[config.mk]
export PLATFORM = sky130hd
export DESIGN_NAME = deep_sleep_port_clock_gate
export DESIGN_NICKNAME = d
export VERILOG_FILES = /design/src/core/port_enable_select.v /design/src/core/deep_sleep_port_clock_gate.v
export VERILOG_INCLUDE_DIRS = /design/src /design/src/core
export SDC_FILE = /design/constraint.sdc
export NUM_CORES = 1
export LEC_CHECK = 0
export BUFFER_PORTS_ARGS = -buffer_cell sky130_fd_sc_hd__clkbuf_2
export CAP_MARGIN = 20
export CORE_UTILIZATION = 40
export DETAILED_ROUTE_END_ITERATION = 8
export MAX_ROUTING_LAYER = met4
export PLACE_DENSITY = 0.74
export SYNTH_ARGS = -nofsm -noshare
export SYNTH_HDL_FRONTEND = slang
export SYNTH_SLANG_ARGS = --single-unit
[constraint.sdc]
create_clock -name i_mclk -period 3.2 [get_ports i_mclk]
set_clock_uncertainty 0.05 [all_clocks]
set_input_delay 0.8 -clock i_mclk [delete_from_list [all_inputs] [get_ports i_mclk]]
set_output_delay 0.8 -clock i_mclk [all_outputs]
set_load 0.02 [all_outputs]
[src/core/port_clock_gate_defines.vh]
// Purpose: Offsets, field positions, reset values for port clock gating
// Assumes: APB byte addresses, 32-bit data
// Notes:   Definitions only
`ifndef PORT_CLOCK_GATE_DEFINES_VH
`define PORT_CLOCK_GATE_DEFINES_VH

`define RUN_MODE_CLOCK_CONFIG_OFF         12'h060
`define RUN_PORT_CLOCK_ENABLES_OFF        12'h108
`define SLEEP_PORT_CLOCK_ENABLES_OFF      12'h118
`define DEEP_SLEEP_PORT_CLOCK_ENABLES_OFF 12'h128
`define POWER_STATE_OFF                   12'h200

`define PORT_COUNT                        5
`define PORT_A_BIT                        0
`define PORT_E_BIT                        4
`define AUTO_CLOCK_GATING_BIT             11
`define GATE_RESET                        5'h00
`define CONFIG_RESET                      1'b0

`define PSTATE_RUN                        2'h0
`define PSTATE_SLEEP                      2'h1
`define PSTATE_DEEP                       2'h2

`define PORT_WINDOW_SIZE                  32'h00001000

`endif

[src/core/port_enable_select.v]
// Purpose: Picks the effective per-port clock enables for the power state
// Assumes: Power state and auto gating bit are registered upstream
// Notes:   Pure combinational mux
`timescale 1ns/10ps
`include "port_clock_gate_defines.vh"

module port_enable_select #(
    parameter N = `PORT_COUNT
) (
    // Enable sets
    input  wire [N-1:0] i_run_en,
    input  wire [N-1:0] i_sleep_en,
    input  wire [N-1:0] i_deep_en,
    // Mode
    input  wire         i_auto_gate,
    input  wire [1:0]   i_pstate,
    // Result
    output reg  [N-1:0] o_eff_en
);

    always @* begin
        // Without auto gating the sleep sets are ignored
        if (!i_auto_gate) begin
            o_eff_en = i_run_en;
        end else begin
            case (i_pstate)
                `PSTATE_SLEEP: o_eff_en = i_sleep_en;
                `PSTATE_DEEP:  o_eff_en = i_deep_en;
                default:       o_eff_en = i_run_en;
            endcase
        end
    end

endmodule

[src/core/deep_sleep_port_clock_gate.v]
// Purpose: Deep-sleep, sleep and run clock gating for five I/O ports
// Assumes: APB slave on i_mclk; port accesses flagged by the bus fabric
// Notes:   Gate registers are five bits, upper bits read as zero
//          Read data is loaded in the setup cycle, no wait states
//          Enables reach the ports one edge after a write lands
//          Port selects 5 to 7 have no port and always fault
//          Clock gate cells themselves sit outside this block
//
// How it works
// - Each enable bit clocks exactly one port
// - Access to unclocked port gives bus fault
// - All gating bits zero after reset
// - Run, sleep and deep-sleep registers exist
// - Sleep sets apply only with auto gating
// - Bits 31 to 5 of the gate registers read zero
// - Bit 4 port E, bits 3..0 D..A
// - Deep-sleep register at offset 0x128
`timescale 1ns/10ps
`include "port_clock_gate_defines.vh"

module deep_sleep_port_clock_gate #(
    parameter N = `PORT_COUNT
) (
    // Clock and reset
    input  wire          i_mclk,
    input  wire          i_rst_b,
    // APB slave for the control registers
    input  wire          i_psel,
    input  wire          i_penable,
    input  wire          i_pwrite,
    input  wire [11:0]   i_paddr,
    input  wire [31:0]   i_pwdata,
    output wire          o_pready,
    output reg  [31:0]   o_prdata,
    output wire          o_pslverr,
    // Power state from the power manager
    input  wire [1:0]    i_pstate,
    // Port access check from the fabric
    input  wire          i_port_access,
    input  wire [2:0]    i_port_sel,
    output wire          o_port_fault,
    // Per-port clock enables
    output reg  [N-1:0]  o_port_clk_en
);

    ////////////////////////////////////////////////////////////////////////////
    // One select bit per mapped word
    localparam SEL_CONFIG = 0;
    localparam SEL_RUN    = 1;
    localparam SEL_SLEEP  = 2;
    localparam SEL_DEEP   = 3;
    localparam SEL_STATUS = 4;
    localparam SEL_COUNT  = 5;
    // A three-bit port select reaches eight slots, absent ones act as gated
    localparam SLOTS      = 8;

    reg  [N-1:0]         run_port_clock_enables_q;
    reg  [N-1:0]         sleep_port_clock_enables_q;
    reg  [N-1:0]         deep_sleep_port_clock_enables_q;
    reg                  auto_clock_gating_q;
    reg  [31:0]          rdata_d;
    wire [N-1:0]         eff_en;
    wire [SEL_COUNT-1:0] addr_sel;
    wire                 setup_ph;
    wire                 access_ph;
    wire                 hit;
    wire                 wr_en;
    wire                 rd_setup;
    wire                 wr_config;
    wire                 wr_run;
    wire                 wr_sleep;
    wire                 wr_deep;
    wire [SLOTS-1:0]     slot_fault;

    ////////////////////////////////////////////////////////////////////////////
    function [SEL_COUNT-1:0] reg_sel;
        input [11:0] addr;
        begin
            reg_sel = {SEL_COUNT{1'b0}};
            case (addr)
                `RUN_MODE_CLOCK_CONFIG_OFF:         reg_sel[SEL_CONFIG] = 1'b1;
                `RUN_PORT_CLOCK_ENABLES_OFF:        reg_sel[SEL_RUN]    = 1'b1;
                `SLEEP_PORT_CLOCK_ENABLES_OFF:      reg_sel[SEL_SLEEP]  = 1'b1;
                `DEEP_SLEEP_PORT_CLOCK_ENABLES_OFF: reg_sel[SEL_DEEP]   = 1'b1;
                `POWER_STATE_OFF:                   reg_sel[SEL_STATUS] = 1'b1;
                default:                            reg_sel = {SEL_COUNT{1'b0}};
            endcase
        end
    endfunction

    // Only the enable field of a write lands, reserved bits are dropped
    function [N-1:0] gate_field;
        input [31:0] wdata;
        begin
            gate_field = wdata[N-1:0];
        end
    endfunction

    assign addr_sel  = reg_sel(i_paddr);
    assign hit       = |addr_sel;
    assign setup_ph  = i_psel & ~i_penable;
    assign access_ph = i_psel & i_penable;
    assign wr_en     = access_ph & i_pwrite;
    assign rd_setup  = setup_ph & ~i_pwrite;

    // Write strobes, one per writable register, none for the read-only status word
    assign wr_config = wr_en & addr_sel[SEL_CONFIG];
    assign wr_run    = wr_en & addr_sel[SEL_RUN];
    assign wr_sleep  = wr_en & addr_sel[SEL_SLEEP];
    assign wr_deep   = wr_en & addr_sel[SEL_DEEP];

    // Zero-wait slave keeps the fabric simple
    assign o_pready  = 1'b1;
    assign o_pslverr = access_ph & ~hit;

    ////////////////////////////////////////////////////////////////////////////
    // Each register has its own process so a write reaches only its word
    always @(posedge i_mclk or negedge i_rst_b) begin
        if (!i_rst_b) begin
            auto_clock_gating_q <= `CONFIG_RESET;
        end else if (wr_config) begin
            auto_clock_gating_q <= i_pwdata[`AUTO_CLOCK_GATING_BIT];
        end
    end

    always @(posedge i_mclk or negedge i_rst_b) begin
        if (!i_rst_b) begin
            run_port_clock_enables_q <= `GATE_RESET;
        end else if (wr_run) begin
            run_port_clock_enables_q <= gate_field(i_pwdata);
        end
    end

    always @(posedge i_mclk or negedge i_rst_b) begin
        if (!i_rst_b) begin
            sleep_port_clock_enables_q <= `GATE_RESET;
        end else if (wr_sleep) begin
            sleep_port_clock_enables_q <= gate_field(i_pwdata);
        end
    end

    // Upper write data dropped so reserved bits stay zero
    always @(posedge i_mclk or negedge i_rst_b) begin
        if (!i_rst_b) begin
            deep_sleep_port_clock_enables_q <= `GATE_RESET;
        end else if (wr_deep) begin
            deep_sleep_port_clock_enables_q <= gate_field(i_pwdata);
        end
    end

    ////////////////////////////////////////////////////////////////////////////
    // Reserved and unmapped bits default to zero
    always @* begin
        rdata_d = 32'h00000000;
        if (addr_sel[SEL_CONFIG]) begin
            rdata_d[`AUTO_CLOCK_GATING_BIT] = auto_clock_gating_q;
        end
        if (addr_sel[SEL_RUN]) begin
            rdata_d[N-1:0] = run_port_clock_enables_q;
        end
        if (addr_sel[SEL_SLEEP]) begin
            rdata_d[N-1:0] = sleep_port_clock_enables_q;
        end
        if (addr_sel[SEL_DEEP]) begin
            rdata_d[N-1:0] = deep_sleep_port_clock_enables_q;
        end
        // Status: power state in 1:0, selected enables from bit 5 up
        if (addr_sel[SEL_STATUS]) begin
            rdata_d[1:0]   = i_pstate;
            rdata_d[N+4:5] = eff_en;
        end
    end

    // Loaded in the setup cycle so the word stands through the access phase
    always @(posedge i_mclk or negedge i_rst_b) begin
        if (!i_rst_b) begin
            o_prdata <= 32'h00000000;
        end else if (rd_setup) begin
            o_prdata <= rdata_d;
        end
    end

    ////////////////////////////////////////////////////////////////////////////
    port_enable_select #(
        .N (N)
    ) u_sel (
        .i_run_en    (run_port_clock_enables_q),
        .i_sleep_en  (sleep_port_clock_enables_q),
        .i_deep_en   (deep_sleep_port_clock_enables_q),
        .i_auto_gate (auto_clock_gating_q),
        .i_pstate    (i_pstate),
        .o_eff_en    (eff_en)
    );

    // Registered so the enables are glitch free toward clock gate cells
    always @(posedge i_mclk or negedge i_rst_b) begin
        if (!i_rst_b) begin
            o_port_clk_en <= `GATE_RESET;
        end else begin
            o_port_clk_en <= eff_en;
        end
    end

    ////////////////////////////////////////////////////////////////////////////
    // Fault uses the applied enable, not a pending one
    genvar p;

    generate
        for (p = 0; p < SLOTS; p = p + 1) begin : g_slot
            if (p < N) begin : g_port
                assign slot_fault[p] = ~o_port_clk_en[p];
            end else begin : g_absent
                // No port behind this select, so every access faults
                assign slot_fault[p] = 1'b1;
            end
        end
    endgenerate

    assign o_port_fault = i_port_access & slot_fault[i_port_sel];

endmodule

==> metrics.txt <==
outcome complete, no violations; WP data arrival 2190 ps; post-CTS setup buffers 0; I/O Pins 95; final setup violation count 0; Rows 24; antenna cell count 0; first-pass GRT wire length 6.023 mm; post-DP HPWL 2.829 mm; Routed WL 3.589 mm; H-tree Lvls 2; DR DRC count 0; RSZ-0062 raised after global routing false; Relative slew margins 47.80%; Port-buffer cells 46; Syn Std Cell Area 0.001844 sq mm; Max Cap Violations 0; nets@finish 275; Mean Syn Cell Area 10.85 sq um; clk slew on worst S/H paths 70 ps; Peak supply drop 0.2879 mV; Final Slew Violations 0; CTS max path bufs 2; Pre-Repair DR Iteration Count 4; Initial DRC Count 109; total global-route track usage 16.26%; Final TNS setup 0 ps; Distinct cells, synth 39; Clock Tree Root clkbuf_8; die footprint 0.004886 sq mm; Power per Cell Area 404.2 mW/mm^2; Synth async-reset ratio 100.0%; layout cells sized above 1 36.53%; Hold Violations, Final 0; post-layout util 49.00%; ANT nets after route 0; post-synth top area cell dfrtp_1; vias in the first global route 1,298; RePlAce Congestion 0.8931; Worst Path Required 2350 ps; Synth top area share 43.42%; FILL cells 425; chip width 69.90 um; Starting Density 42.07%; CP startpoint kind input port; Skew-Pair Late Insertion Delay 290 ps; gate count of the mapped netlist 170; top area cells in the synthesized netlist dfrtp_1 43%, buf_4 9.4%, mux2_4 4.1%; via-per-instance ratio 4.904; fin crit period 3041 ps; final worst-path cycle share 95.04%; grt total ovfl 0; Post-synth EDFFs 0; number of synthesized register bits 32; Slew @ Worst Pin 783.0 ps; Static Leak 1.105 nW; total number of vias 1,329; CP Class in -> out; clk sinks 32; Main synth FF type dfrtp_1; Layout Area Growth over Synthesis 16.49%; Crit. End Element primary output; Max Clock Freq 0.3288 GHz; largest net degree at the start of global routing 33; Worst Hold Class reg -> reg; initial antenna violation count 0; post-cts repair resize count 0; overall die height 69.90 um; total CTS buffers 5; CORE AREA 0.004384 sq mm; WL per Instance 13.24 um; cts hold-fix bufs 0; Synth warnings 0; crit path max fanout 7; CTS tree yes; count leader, synth dfrtp_1; top post-synthesis cells by count 32 x dfrtp_1, 23 x buf_4, 20 x nand2_1, 9 x inv_1; sequential share of the synthesized area 43.42%
[cell families (layout without fill, tap and decap cells)]
kind of cell | Yosys count | in the layout | synth area share, %
and+or+nand+nor | 46 | 46 | 16.08
buffers and inverters | 37 | 66 | 12.69
DFF | 32 | 32 | 43.42
AOI/OAI and AO/OA | 29 | 29 | 11.33
muxes | 22 | 22 | 14.72
adders and majority gates | 2 | 2 | 1.357
other | 2 | 22 | 0.4072
[report_power, final]
group	internal, W	switching, W	leakage, nW
Combinational	0.0000246	0.0000591	0.603
Sequential	0.000405	0.000000262	0.447
Clock	0.000230	0.000149	0.0541
[state kept, by name (all words and copies together), names as in the netlist]
name and cells:
run_port_clock_enables_q 5, deep_sleep_port_clock_enables_q 5, o_prdata 11, sleep_port_clock_enables_q 5
auto_clock_gating_q 1, o_port_clk_en 5
[cell type report]
cell class	count	area [sq um]	share of cell area, %
Multi-Input combinational cell	121	884.6	41.18
Clock inverter	3	42.54	1.980
Sequential cell	32	800.8	37.27
Clock buffer	5	68.82	3.203
Tap cell	52	65.06	3.029
Inverter	9	33.78	1.573
Timing Repair Buffer	49	252.7	11.76
[path summary, 6_finish.rpt]
kind / start / endpoint / slack (ps) / depth (start not counted)
max: i_paddr[1] / o_pslverr / 160 / 5
min: o_prdata[9]$_DFFE_PN0P_ / o_prdata[9]$_DFFE_PN0P_ / 430 / 2
max reg2reg: auto_clock_gating_q$_DFFE_PN0P_ / o_prdata[9]$_DFFE_PN0P_ / 1900 / 4
min reg2reg: o_prdata[9]$_DFFE_PN0P_ / o_prdata[9]$_DFFE_PN0P_ / 430 / 2
max in group asynchronous: i_rst_b / run_port_clock_enables_q[0]$_DFFE_PN0P_ / 2070 / 1
min in group asynchronous: i_rst_b / deep_sleep_port_clock_enables_q[1]$_DFFE_PN0P_ / 530 / 1
[placed cells by master, fill, tap and decap left out, types with 3 or more instances in the layout]
cell / count
mux2_2: 6
o21ai_0: 3
o21a_1: 5
clkbuf_2: 46
inv_1: 9
mux2_1: 5
nor3_1: 3
buf_4: 3
o31ai_1: 7
nor2_1: 7
mux2_4: 5
dfrtp_1: 32
mux2i_1: 5
a22oi_1: 5
a21oi_1: 4
conb_1: 22
clkbuf_8: 5
nand2_1: 20
[per-stage QoR]
stage / instances / setup slack [ps] / hold WS [ps] / instance area [sq um] / power [W]
global placement: 263 / 171.3 / 415.7 / 2037 / 0.0004955
detailed placement: 263 / 158.5 / 419.3 / 2037 / 0.0004964
floorplan: 190 / 262.4 / 437.5 / 1919 / 0.0004813
global route: 271 / 133.6 / 468.3 / 2148 / 0.0009024
finish: 271 / 158.8 / 426.3 / 2148 / 0.0008683
CTS: 271 / 158.8 / 434.6 / 2148 / 0.0008760
[critical path: stages]
cell      delay, ps
clkbuf_2         80
or4_4           600
o311a_2         420
and3_1          140
clkbuf_2        150
[routing by layer]
layer | vias to the layer above | part of all wire (%) | GRT usage (%)
met2 | 50 | 46 | 25.21
met4 | 0 | 1.3 | 6.444
met1 | 622 | 47 | 20.13
met5 | - | 0 | -
met3 | 7 | 6.1 | 4.618
li1 | 650 | - | -
Note: power is estimated with default switching activity, not from simulation.
